$ cat src/logic/ssp_defs.svh
// Constants of the serial peripheral port: field positions, reset values and counts.
// Behaviour
// - Master data write starts clock, shifts eight bits.
// - Master stops clock after byte, sets complete.
// - Complete flag with enable requests an interrupt.
// - Full duplex exchange, master generates the clock.
// - Master continues with next write or ends.
// - Unselected slave idles, MISO released, ignores clock.
// - Slave loads data while unselected, shifts later.
// - Slave sets complete flag after full byte.
// - Slave accepts new transmit data before reading.
// - Last received byte kept in receive buffer.
// - Transmit single buffered, no write during shift.
// - Unread received byte overwritten by next byte.
// - Enabled role forces pin directions as tabled.
// - Selectable least or most significant first.
// - Seven master rates, fastest half system clock.
// - Write during transfer sets write collision flag.
// - Slave deselect resets logic, drops partial bits.
// - Master with low select input becomes slave.
// - Clock polarity and phase select sample edge.
// - Rate code picks divider, slave ignores it.
`ifndef SSP_DEFS_SVH
`define SSP_DEFS_SVH

// ****************************************************************************
// Control register fields
// ****************************************************************************
`define SSP_CTRL_IRQEN 7
`define SSP_CTRL_EN 6
`define SSP_CTRL_LSBF 5
`define SSP_CTRL_MASTER_SELECT 4
`define SSP_CTRL_CLOCK_IDLE_POLARITY 3
`define SSP_CTRL_CLOCK_SAMPLE_PHASE 2
`define SSP_CTRL_RATE_HI 1
`define SSP_CTRL_RATE_LO 0
`define SSP_CTRL_RST 8'h00
`define SSP_BYTE_RST 8'h00

// ****************************************************************************
// Counts
// ****************************************************************************
`define SSP_CNT_ZERO 4'h0
`define SSP_CNT_ONE 4'h1
`define SSP_BITS_LAST 4'h7
`define SSP_BITS_FULL 4'h8
`define SSP_TOG_ZERO 5'h00
`define SSP_TOG_ONE 5'h01
`define SSP_TOG_FULL 5'h10
`define SSP_DIV_ZERO 7'h00
`define SSP_DIV_ONE 7'h01

// Half periods of the master clock in system cycles, indexed by {double, rate}.
`define SSP_HALF_DIV4 7'h02
`define SSP_HALF_DIV16 7'h08
`define SSP_HALF_DIV64 7'h20
`define SSP_HALF_DIV128 7'h40
`define SSP_HALF_DIV2 7'h01
`define SSP_HALF_DIV8 7'h04
`define SSP_HALF_DIV32 7'h10

`endif

$ cat src/logic/ssp_pkg.sv
// Types shared by the serial peripheral port modules.
package ssp_pkg;
  typedef logic [7:0] ssp_byte_t;
  typedef logic [3:0] ssp_cnt_t;
  typedef enum logic [1:0]
  {
    SSP_IDLE = 2'h0,
    SSP_SHIFT = 2'h1,
    SSP_END = 2'h3
  } ssp_state_e;
endpackage : ssp_pkg

$ cat src/logic/ssp_clk_if.sv
// Link between the port core and its master clock generator.
`timescale 1ns/1ps
`default_nettype none
interface ssp_clk_if;
  logic run;
  logic clock_idle_polarity;
  logic dbl;
  logic [1:0] rate;
  logic sck;
  modport gen (input run, input clock_idle_polarity, input dbl, input rate, output sck);
  modport core (output run, output clock_idle_polarity, output dbl, output rate, input sck);
endinterface : ssp_clk_if
`default_nettype wire

$ cat src/logic/ssp_clkgen.sv
// Master serial clock generator: divides the system clock and emits one byte of edges.
`timescale 1ns/1ps
`default_nettype none
`include "ssp_defs.svh"
module ssp_clkgen
(
  input wire logic clk_sys,
  input wire logic nrst,
  ssp_clk_if.gen cif
);
  logic [6:0] div_ff;
  logic [6:0] nxt_div;
  logic [4:0] tog_ff;
  logic [4:0] nxt_tog;
  logic sck_ff;
  logic nxt_sck;
  logic [6:0] half;

  // ****************************************************************************
  // Divider selection
  // ****************************************************************************
  // Half period in system cycles; the double speed setting halves every divider.
  always_comb
  begin
    case ({cif.dbl, cif.rate})
      3'h0: half = `SSP_HALF_DIV4;
      3'h1: half = `SSP_HALF_DIV16;
      3'h2: half = `SSP_HALF_DIV64;
      3'h3: half = `SSP_HALF_DIV128;
      3'h4: half = `SSP_HALF_DIV2;
      3'h5: half = `SSP_HALF_DIV8;
      3'h6: half = `SSP_HALF_DIV32;
      default: half = `SSP_HALF_DIV64;
    endcase
  end

  // ****************************************************************************
  // Edge generation
  // ****************************************************************************
  // Counting toggles here stops the clock on the sixteenth edge even at the
  // fastest rate, where the core sees completion a cycle too late to stop it.
  always_comb
  begin
    nxt_div = div_ff;
    nxt_tog = tog_ff;
    nxt_sck = sck_ff;
    if (!cif.run)
    begin
      nxt_div = `SSP_DIV_ZERO;
      nxt_tog = `SSP_TOG_ZERO;
      nxt_sck = cif.clock_idle_polarity;
    end
    else if (tog_ff != `SSP_TOG_FULL)
    begin
      if (div_ff == half - `SSP_DIV_ONE)
      begin
        nxt_div = `SSP_DIV_ZERO;
        nxt_sck = ~sck_ff;
        nxt_tog = tog_ff + `SSP_TOG_ONE;
      end
      else
      begin
        nxt_div = div_ff + `SSP_DIV_ONE;
      end
    end
  end

  // Registers of the generator.
  always_ff @(posedge clk_sys)
  begin
    if (!nrst)
    begin
      div_ff <= `SSP_DIV_ZERO;
      tog_ff <= `SSP_TOG_ZERO;
      sck_ff <= 1'b0;
    end
    else
    begin
      div_ff <= nxt_div;
      tog_ff <= nxt_tog;
      sck_ff <= nxt_sck;
    end
  end

  assign cif.sck = sck_ff;
endmodule : ssp_clkgen
`default_nettype wire

$ cat src/logic/ssp_top.sv
// Serial peripheral port core: control, shift engine, flags and pin direction control.
`timescale 1ns/1ps
`default_nettype none
`include "ssp_defs.svh"
module ssp_top
(
  input wire logic CLK_SYS,
  input wire logic NRST,
  input wire logic CTRL_WR,
  input wire logic [7:0] CTRL_WDATA,
  output logic [7:0] CTRL_RDATA,
  input wire logic DOUBLE_SPEED,
  input wire logic DATA_WR,
  input wire logic [7:0] DATA_WDATA,
  output logic [7:0] RX_DATA,
  input wire logic FLAG_CLR,
  output logic TC_FLAG,
  output logic WRITE_COLLISION_FLAG_FLAG,
  output logic IRQ,
  input wire logic USER_MOSI_OE,
  input wire logic USER_MISO_OE,
  input wire logic USER_SCK_OE,
  input wire logic USER_SS_OE,
  input wire logic MOSI_I,
  output logic MOSI_O,
  output logic MOSI_OE,
  input wire logic MISO_I,
  output logic MISO_O,
  output logic MISO_OE,
  input wire logic SCK_I,
  output logic SCK_O,
  output logic SCK_OE,
  input wire logic SS_N_I,
  output logic SS_OE
);
  ssp_pkg::ssp_state_e state_ff;
  ssp_pkg::ssp_state_e nxt_state;
  ssp_pkg::ssp_byte_t ctrl_ff;
  ssp_pkg::ssp_byte_t nxt_ctrl;
  ssp_pkg::ssp_byte_t shreg_ff;
  ssp_pkg::ssp_byte_t nxt_shreg;
  ssp_pkg::ssp_byte_t rxbuf_ff;
  ssp_pkg::ssp_byte_t nxt_rxbuf;
  ssp_pkg::ssp_cnt_t cnt_ff;
  ssp_pkg::ssp_cnt_t nxt_cnt;
  logic out_ff;
  logic nxt_out;
  logic lvl_prev_ff;
  logic tc_ff;
  logic nxt_tc;
  logic write_collision_flag_ff;
  logic nxt_write_collision_flag;
  logic irq_ff;
  logic sck_o_ff;
  logic mosi_oe_ff;
  logic nxt_mosi_oe;
  logic miso_oe_ff;
  logic nxt_miso_oe;
  logic sck_oe_ff;
  logic nxt_sck_oe;
  logic ss_oe_ff;
  logic nxt_ss_oe;
  logic en;
  logic master_select;
  logic clock_idle_polarity;
  logic clock_sample_phase;
  logic lsbf;
  logic lvl;
  logic lead;
  logic trail;
  logic sample;
  logic setup;
  logic sin;
  logic busy;
  logic mode_fault;
  logic slv_sel;
  logic slv_load;

  ssp_clk_if cif ();

  // ****************************************************************************
  // Master clock generator
  // ****************************************************************************
  ssp_clkgen u_clkgen
  (
    .clk_sys(CLK_SYS),
    .nrst(NRST),
    .cif(cif.gen)
  );

  // Generator runs only for a master transfer in progress.
  assign cif.run = en & master_select & (state_ff == ssp_pkg::SSP_SHIFT);
  assign cif.clock_idle_polarity = clock_idle_polarity;
  assign cif.dbl = DOUBLE_SPEED;
  assign cif.rate = ctrl_ff[`SSP_CTRL_RATE_HI:`SSP_CTRL_RATE_LO];

  // ****************************************************************************
  // Decode of control and edges
  // ****************************************************************************
  // Control fields and the working clock level, from the generator or the pin.
  assign en = ctrl_ff[`SSP_CTRL_EN];
  assign master_select = ctrl_ff[`SSP_CTRL_MASTER_SELECT];
  assign clock_idle_polarity = ctrl_ff[`SSP_CTRL_CLOCK_IDLE_POLARITY];
  assign clock_sample_phase = ctrl_ff[`SSP_CTRL_CLOCK_SAMPLE_PHASE];
  assign lsbf = ctrl_ff[`SSP_CTRL_LSBF];
  assign lvl = master_select ? cif.sck : SCK_I;
  assign lead = (lvl != lvl_prev_ff) & (lvl != clock_idle_polarity);
  assign trail = (lvl != lvl_prev_ff) & (lvl == clock_idle_polarity);
  assign sample = clock_sample_phase ? trail : lead;
  assign setup = clock_sample_phase ? lead : trail;
  assign sin = master_select ? MISO_I : MOSI_I;
  assign busy = state_ff != ssp_pkg::SSP_IDLE;
  // A low select on an input pin means another master has taken the bus.
  assign mode_fault = en & master_select & ~USER_SS_OE & ~SS_N_I;
  assign slv_sel = en & ~master_select & ~SS_N_I;
  // A selected slave between bytes takes a new transmit byte until its first sample edge.
  assign slv_load = ~master_select & DATA_WR & (state_ff == ssp_pkg::SSP_SHIFT) & (cnt_ff == `SSP_CNT_ZERO) & ~sample;

  // ****************************************************************************
  // Shift engine
  // ****************************************************************************
  // Sampled bits enter at one end while the outgoing bit leaves the other, so one
  // register serves both directions of the full duplex exchange.
  always_comb
  begin
    nxt_state = state_ff;
    nxt_shreg = shreg_ff;
    nxt_cnt = cnt_ff;
    nxt_out = lsbf ? shreg_ff[0] : shreg_ff[7];
    nxt_rxbuf = rxbuf_ff;
    nxt_ctrl = CTRL_WR ? CTRL_WDATA : ctrl_ff;
    nxt_tc = tc_ff & ~FLAG_CLR;
    nxt_write_collision_flag = write_collision_flag_ff & ~FLAG_CLR;
    if (!en)
    begin
      nxt_state = ssp_pkg::SSP_IDLE;
      nxt_cnt = `SSP_CNT_ZERO;
    end
    else if (mode_fault)
    begin
      nxt_ctrl[`SSP_CTRL_MASTER_SELECT] = 1'b0;
      nxt_tc = 1'b1;
      nxt_state = ssp_pkg::SSP_IDLE;
      nxt_cnt = `SSP_CNT_ZERO;
    end
    else
    begin
      case (state_ff)
        ssp_pkg::SSP_IDLE:
        begin
          if (DATA_WR)
          begin
            nxt_shreg = DATA_WDATA;
            nxt_out = lsbf ? DATA_WDATA[0] : DATA_WDATA[7];
          end
          nxt_cnt = `SSP_CNT_ZERO;
          if (master_select && DATA_WR)
          begin
            nxt_state = ssp_pkg::SSP_SHIFT;
          end
          else if (!master_select && slv_sel && !DATA_WR)
          begin
            nxt_state = ssp_pkg::SSP_SHIFT;
          end
        end
        ssp_pkg::SSP_SHIFT:
        begin
          nxt_out = out_ff;
          if (!master_select && SS_N_I)
          begin
            nxt_state = ssp_pkg::SSP_IDLE;
            nxt_cnt = `SSP_CNT_ZERO;
          end
          else if (slv_load)
          begin
            nxt_shreg = DATA_WDATA;
            nxt_out = lsbf ? DATA_WDATA[0] : DATA_WDATA[7];
          end
          else if (sample)
          begin
            nxt_shreg = lsbf ? {sin, shreg_ff[7:1]} : {shreg_ff[6:0], sin};
            nxt_cnt = cnt_ff + `SSP_CNT_ONE;
            if (cnt_ff == `SSP_BITS_LAST && (!master_select || clock_sample_phase))
            begin
              nxt_state = ssp_pkg::SSP_END;
            end
          end
          else if (setup)
          begin
            nxt_out = lsbf ? shreg_ff[0] : shreg_ff[7];
            if (master_select && cnt_ff == `SSP_BITS_FULL)
            begin
              nxt_state = ssp_pkg::SSP_END;
            end
          end
        end
        ssp_pkg::SSP_END:
        begin
          nxt_out = out_ff;
          nxt_rxbuf = shreg_ff;
          nxt_tc = 1'b1;
          nxt_cnt = `SSP_CNT_ZERO;
          nxt_state = ssp_pkg::SSP_IDLE;
        end
        default:
        begin
          nxt_state = ssp_pkg::SSP_IDLE;
          nxt_cnt = `SSP_CNT_ZERO;
        end
      endcase
      // Writes during a transfer are dropped; the data register holds one byte.
      if (DATA_WR && busy && !slv_load)
      begin
        nxt_write_collision_flag = 1'b1;
      end
    end
  end

  // ****************************************************************************
  // Pin direction overrides
  // ****************************************************************************
  // A disabled port hands every direction back to the user setting.
  always_comb
  begin
    nxt_mosi_oe = USER_MOSI_OE;
    nxt_miso_oe = USER_MISO_OE;
    nxt_sck_oe = USER_SCK_OE;
    nxt_ss_oe = USER_SS_OE;
    if (en && master_select && !mode_fault)
    begin
      nxt_miso_oe = 1'b0;
    end
    else if (en)
    begin
      nxt_mosi_oe = 1'b0;
      nxt_sck_oe = 1'b0;
      nxt_ss_oe = 1'b0;
      nxt_miso_oe = USER_MISO_OE & ~SS_N_I;
    end
  end

  // ****************************************************************************
  // Registers
  // ****************************************************************************
  // All state registers, reset synchronously to their idle values.
  always_ff @(posedge CLK_SYS)
  begin
    if (!NRST)
    begin
      state_ff <= ssp_pkg::SSP_IDLE;
      ctrl_ff <= `SSP_CTRL_RST;
      shreg_ff <= `SSP_BYTE_RST;
      rxbuf_ff <= `SSP_BYTE_RST;
      cnt_ff <= `SSP_CNT_ZERO;
      out_ff <= 1'b0;
      lvl_prev_ff <= 1'b0;
      tc_ff <= 1'b0;
      write_collision_flag_ff <= 1'b0;
      irq_ff <= 1'b0;
      sck_o_ff <= 1'b0;
      mosi_oe_ff <= 1'b0;
      miso_oe_ff <= 1'b0;
      sck_oe_ff <= 1'b0;
      ss_oe_ff <= 1'b0;
    end
    else
    begin
      state_ff <= nxt_state;
      ctrl_ff <= nxt_ctrl;
      shreg_ff <= nxt_shreg;
      rxbuf_ff <= nxt_rxbuf;
      cnt_ff <= nxt_cnt;
      out_ff <= nxt_out;
      lvl_prev_ff <= lvl;
      tc_ff <= nxt_tc;
      write_collision_flag_ff <= nxt_write_collision_flag;
      irq_ff <= nxt_tc & nxt_ctrl[`SSP_CTRL_IRQEN];
      sck_o_ff <= cif.sck;
      mosi_oe_ff <= nxt_mosi_oe;
      miso_oe_ff <= nxt_miso_oe;
      sck_oe_ff <= nxt_sck_oe;
      ss_oe_ff <= nxt_ss_oe;
    end
  end

  // Outputs, each straight from a register.
  assign CTRL_RDATA = ctrl_ff;
  assign RX_DATA = rxbuf_ff;
  assign TC_FLAG = tc_ff;
  assign WRITE_COLLISION_FLAG_FLAG = write_collision_flag_ff;
  assign IRQ = irq_ff;
  assign MOSI_O = out_ff;
  assign MISO_O = out_ff;
  assign SCK_O = sck_o_ff;
  assign MOSI_OE = mosi_oe_ff;
  assign MISO_OE = miso_oe_ff;
  assign SCK_OE = sck_oe_ff;
  assign SS_OE = ss_oe_ff;
endmodule : ssp_top
`default_nettype wire

$ cat config.mk
export PLATFORM = sky130hd
export DESIGN_NAME = ssp_top
export DESIGN_NICKNAME = d
export VERILOG_FILES = /design/src/logic/ssp_pkg.sv /design/src/logic/ssp_clk_if.sv /design/src/logic/ssp_clkgen.sv /design/src/logic/ssp_top.sv
export VERILOG_INCLUDE_DIRS = /design/src /design/src/logic
export SDC_FILE = /design/constraint.sdc
export NUM_CORES = 1
export LEC_CHECK = 0
export ABC_AREA = 1
export BUFFER_PORTS_ARGS = -buffer_cell sky130_fd_sc_hd__buf_2
export CAP_MARGIN = 0
export CORE_ASPECT_RATIO = 1.5
export CORE_UTILIZATION = 55
export DETAILED_ROUTE_END_ITERATION = 8
export MAX_ROUTING_LAYER = met4
export PLACE_DENSITY_LB_ADDON = 0.15
export SYNTH_ARGS = -nofsm -noshare
export SYNTH_HDL_FRONTEND = slang
export SYNTH_SLANG_ARGS = --single-unit
export TNS_END_PERCENT = 50
$ cat constraint.sdc
create_clock -name CLK_SYS -period 2.9 [get_ports CLK_SYS]
set_input_delay 0.58 -clock CLK_SYS [delete_from_list [all_inputs] [get_ports CLK_SYS]]
set_output_delay 0.58 -clock CLK_SYS [all_outputs]
set_load 0.01 [all_outputs]
Word-level counts from Yosys, hierarchy flattened
Index checks and enable logic that the tools add are counted.
Word-level totals
  register bits: 53
  bits of input ports: 30
  output and inout bits: 26
  word-level logic and storage cells: 159
Operators by class
  add/subtract/negate cells: 4
  equality and inequality tests: 28
  bitwise gates (word level): 27
  reduce and logical (&&, ||, !) cells: 31
  multiplexer cells: 50
Operators by type and width (number)
  $mux W8: 6
  $pmux W7 S6: 1
  $mux W1: 31
  $and A1 B1 Y1: 16
  $mux W2: 8
  $pmux W8 S2: 1
  $ne A5 B5 Y1 const B: 3
  $not A1 Y1: 11
  $logic_and A1 B1 Y1: 10
  $eq A3 B3 Y1 const B: 3
  $ne A3 B3 Y1 const B: 3
  $ne A2 B2 Y1 const B: 4
  $ne A4 B2 Y1 const B: 2
  $reduce_and A2 Y1: 4
  $add A7 B1 Y7 const B: 1
  $eq A7 B7 Y1: 1
  $mux W7: 1
  $sub A7 B1 Y7 const B: 1
  $reduce_and A6 Y1: 1
  $add A5 B1 Y5 const B: 1
  $reduce_and A5 Y1: 1
  $reduce_or A5 Y1: 1
  $add A4 B1 Y4 const B: 1
  $eq A4 B3 Y1 const B: 1
  other kinds (22): 27

Longest topological paths before layout
  word-level depth: 11
  mapped depth: 15
  mapped depth without buffers: 14

Cells and area by module
Synthesis repeated with hierarchy kept, for this count alone.
Unflattened totals
  cells, all modules: 438
  area, all modules: 2980.4 µm²
Modules (own cells, without submodules)
  ssp_top: cells an instance 302, seq. area each 800.8 µm², times used 1, area each 2085.8 µm²
  ssp_clkgen: cells an instance 136, seq. area each 260.2 µm², times used 1, area each 894.6 µm²

Worst setup path before layout
Ideal clock, no wire load.
  kind: input to register
  from: input DOUBLE_SPEED
  to: register u_clkgen.div_ff[2]
  path buffers: 0
  required time: 2.790 ns
  library setup time: 0.110 ns
  path slack: 0.731 ns
  cell stages on the path: 11
  arrival: 2.059 ns
  cell sequence: inv_1 nand2_1 ha_1 xor2_1 nand3_2 nor4_4 nand3_4 nand2_2 inv_1 nand3b_1 inv_1
On the way
  word-level cells in the longest chain between the ends: 5
  elaborated cells between the ends (all ways): 10
  those cells by class: add/sub: 1; eq/ne: 6; mux: 2; reduce/logical: 1
Ends and longest elaborated chain
  start: declaration: line ssp_top.sv:12  | input wire logic DOUBLE_SPEED,
  $eq A3 B3 Y1 (tied with other cells): line ssp_clkgen.sv:25  | case ({cif.dbl, cif.rate})
  $pmux W7 S6 *: line ssp_clkgen.sv:25
  $sub A7 B1 Y7 (no line) *
  $eq A7 B7 Y1 (no line) *
  $mux W7 *: line ssp_clkgen.sv:55  | if (div_ff == half - `SSP_DIV_ONE)
  end signal: assignment: line ssp_clkgen.sv:73  | div_ff <= `SSP_DIV_ZERO;
  end signal: assignment: line ssp_clkgen.sv:79  | div_ff <= nxt_div;
  end: declaration: line ssp_clkgen.sv:11  | logic [6:0] div_ff;
Mark *: on every way between the ends. The rest lies on a longest branch, timed or not.
A chain may end at the register's enable or synchronous reset.

Worst setup path in the final report
  from: register ctrl_ff[1] (netlist: CTRL_RDATA[1])
  to: register u_clkgen.div_ff[2]
On the way
  word-level cells in the longest chain between the ends: 5
  elaborated cells between the ends (all ways): 10
  those cells by class: add/sub: 1; eq/ne: 6; mux: 2; reduce/logical: 1
Ends and longest elaborated chain
  start: declaration: line ssp_top.sv:38  | ssp_pkg::ssp_byte_t ctrl_ff;
  start signal: assignment: line ssp_top.sv:251  | ctrl_ff <= `SSP_CTRL_RST;
  start signal: assignment: line ssp_top.sv:269  | ctrl_ff <= nxt_ctrl;
  $eq A3 B3 Y1 (tied with other cells): line ssp_clkgen.sv:25
  $pmux W7 S6 *: line ssp_clkgen.sv:25
  $sub A7 B1 Y7 (no line) *
  $eq A7 B7 Y1 (no line) *
  $mux W7 *: line ssp_clkgen.sv:55
Marks and branches as above.

==> tab_implementation.tex <==
\begin{tabular}{lr}
\hline
Metric & Value \\
\hline
\multicolumn{2}{l}{\textbf{Status}} \\
Status & finished clean \\
\multicolumn{2}{l}{\textbf{Drt}} \\
First-pass iteration count of the detailed router & 4 \\
Routed wire per std cell & 12.7 um \\
Post-DR vias/cell & 5.32 \\
Post-DRT Antenna Nets & 0 \\
Detailed Route Iter0 Violations & 116 \\
DRC errors left & 0 \\
Number of vias after detailed routing & 2708 \\
Routed wire length & 6460 um \\
\multicolumn{2}{l}{\textbf{Cells and area}} \\
Diode insertion count for antenna repair & 0 \\
NumNets Final & 479 \\
Commonest cells after routing, fill and taps aside & nand2\_1 (66), inv\_1 (58), buf\_2 (55), dfxtp\_1 (53) \\
Fillers & 477 \\
Most common cell after layout, fill and taps aside & nand2\_1 \\
Ratio of cells with drive above 1 in the final layout & 19.4\% \\
Synth-to-Final Area Change & 13.5\% \\
\multicolumn{2}{l}{\textbf{Floorplanning}} \\
Initial Util & 57.9\% \\
Area of the placeable core & 4890 um2 \\
Y dimension of the die & 89.8 um \\
I/O pin count & 56 \\
Die outline area & 5440 um2 \\
Count of standard-cell rows & 31 \\
Die boundary width & 60.5 um \\
\multicolumn{2}{l}{\textbf{Clock network}} \\
Post-CTS repair timing setup buffer count & 0 \\
Clock Sink Count & 53 \\
PostCTS Resize Cnt & 0 \\
Maximum buffer depth of the clock tree & 2 \\
Worst skew pair latency & 0.30 ns \\
CTS HTree Levels & 2 \\
Clock root cell & clkbuf\_8 \\
Total CTS buffers & 5 \\
Cts hold-fix bufs & 0 \\
Clock slew at reported path FFs & 0.09 ns \\
CTS tree & built \\
\multicolumn{2}{l}{\textbf{Critical path}} \\
Capturing element type of the critical path & register \\
Start-to-end type of the worst setup path & reg -> reg \\
Worst EP arrival & 2.45 ns \\
R2R setup slack & 0.65 ns \\
Crit-path cells & nor2\_2 > nand2\_2 > ha\_1 > xor2\_1 > nand3\_2 > nor4\_4 > nand3\_4 > nand2\_2 > inv\_1 > nand3b\_1 > inv\_1 \\
Required @ worst endpoint & 3.10 ns \\
Worst path max stage delay & 0.40 ns \\
Buf/Inv on CP & 2 \\
Crit-path slowest cell & nor4\_4 \\
Cell family with most CP delay & simple AND/OR/NAND/NOR gates \\
Setup crit start kind & register \\
Highest fanout seen on the critical path & 10 \\
\multicolumn{2}{l}{\textbf{Timing}} \\
WHS & 0.444 ns \\
Setup-failing EPs final & 0 \\
Highest clock rate & 445 MHz \\
Worst Tran Pin Value & 0.510 ns \\
Sum Neg Setup Slack & 0 ns \\
Final worst clock skew & 0.00718 ns \\
Number of failing hold endpoints at the final stage & 0 \\
Final Max Slew Viols & 0 \\
Worst rel slew slack & 65.9\% \\
Fin crit share & 77.5\% \\
RSZ-0062 raised after global routing & no \\
Crit path setup slack, layout & 0.653 ns \\
Final critical-path required period & 2.25 ns \\
\multicolumn{2}{l}{\textbf{Placed design}} \\
Placement Setup Slack & 0.431 ns \\
Gpl congestion & 0.943 \\
Post-detailed-placement half-perimeter wirelength & 4890 um \\
Count of input and output buffers & 55 \\
\multicolumn{2}{l}{\textbf{Global routing}} \\
Maximum number of pins on one net before global-route repair & 26 \\
Remaining global-route overflow & 0 \\
Number of antenna violations at the first check in global routing & 0 \\
Total Routing Usage GR & 26.3\% \\
Global-route wire length before repair & 10700 um \\
Via count of the first global-routing pass & 2492 \\
\multicolumn{2}{l}{\textbf{Synthesis}} \\
Total of warnings raised by yosys & 0 \\
Number of unique standard cell types used by synthesis & 40 \\
Share of flip-flops with an asynchronous set or reset after synthesis & 0\% \\
Synthesized instance count & 391 \\
Share of the yosys chip area belonging to registers & 37.5\% \\
Post-Syn Area & 2830 um2 \\
Total nets after synthesis & 427 \\
Commonest register cell after synthesis & dfxtp\_1 \\
Number of synthesized register bits & 53 \\
EDFF count, synth & 0 \\
Avg Inst Size Synth & 7.23 um2 \\
\multicolumn{2}{l}{\textbf{Power and ir drop}} \\
Final Total Pwr & 1.40 mW \\
Leak Pwr & 1.49 nW \\
Peak supply drop & 0.291 mV \\
P per Cell Area & 435 nW/um2 \\
\multicolumn{2}{l}{\textbf{Flow run}} \\
Count of max-cap constraint violations & 0 \\
\multicolumn{2}{l}{\textbf{Hold path}} \\
Min-delay worst type & reg -> reg \\
\hline
\end{tabular}
path summary, 6_finish.rpt:
path                                     from                  to  depth (start not counted)
worst min-delay path               RX_DATA[3]          RX_DATA[3]                          2
worst max-delay path            CTRL_RDATA[1]  u_clkgen.div_ff[2]                         11
worst max register to register  CTRL_RDATA[1]  u_clkgen.div_ff[2]                         11
worst min register to register     RX_DATA[3]          RX_DATA[3]                          2
metrics by stage:
step                      cells  cell area, um2  utilization, %
after global routing        509            3210            65.7
after global placement      502            3120            63.9
final                       509            3210            65.7
after CTS                   509            3210            65.7
after detailed placement    502            3120            63.9
after floorplan             391            2830               -
cell type report:
cell class,instances,area (um2),share of cell area (%)
Clock buffer,6,82.6,2.57
Inverter,64,243,7.56
Timing Repair Buffer,56,283,8.81
Tap cell,66,82.6,2.57
Clock inverter,1,7.51,0.234
Multi-Input combinational cell,263,1450,45.2
Sequential cell,53,1060,33.0
metal layers:
layer  GRT usage [%]  vias up  wire, um
met5               -        -         0
met4            11.2        0       156
met3            4.17       15       286
met2            45.0       78      3390
met1            28.9     1234      2630
li1                -     1381         -
worst reg2reg max path, stage by stage, from the launching register on:
cell	delay [ns]
dfxtp_1	0.39
nor2_2	0.16
nand2_2	0.08
ha_1	0.30
xor2_1	0.16
nand3_2	0.11
nor4_4	0.40
nand3_4	0.20
nand2_2	0.15
inv_1	0.08
nand3b_1	0.08
inv_1	0.04
report_power, final:
part           switching [mW]  internal (mW)
clock                   0.226          0.189
sequential             0.0257          0.748
combinational           0.131         0.0776
total                   0.383           1.02
sequential cells by signal, indices dropped and copies added, names as in the netlist, 2 cells and up:
name	flops
CTRL_RDATA	8
RX_DATA	8
cnt_ff	4
shreg_ff	8
state_ff	2
u_clkgen.div_ff	7
u_clkgen.tog_ff	5
cells by family (layout without fill, tap and decap cells):
family                     after synthesis  after routing  share of synthesized area, %
xor gates and xnor gates                15             15                          4.65
and+or+nand+nor                        159            159                          27.6
adders and majority gates                6              6                          2.65
DFF                                     53             53                          37.5
muxes                                    2              2                         0.708
buffers and inverters                   75            127                          11.2
AOI/OAI and AO/OA                       81             81                          15.7
synth_stat cells, drive strengths merged (2+ instances only):
cell type	count	area (um2)
nor2	31	121
xnor2	5	43.8
inv	62	235
nor4	2	27.5
clkbuf	5	18.8
o22ai	2	12.5
buf	6	53.8
nand4	8	50.1
o21ai	35	179
mux2i	2	20.0
nand3	31	188
xor2	10	87.6
dfxtp	53	1060
o211ai	8	60.1
nand3b	5	37.5
nor3	5	30.0
clkinv	2	7.51
a21oi	32	160
ha	6	75.1
nand2	74	308
No activity file was read; power rests on OpenSTA's default activity.
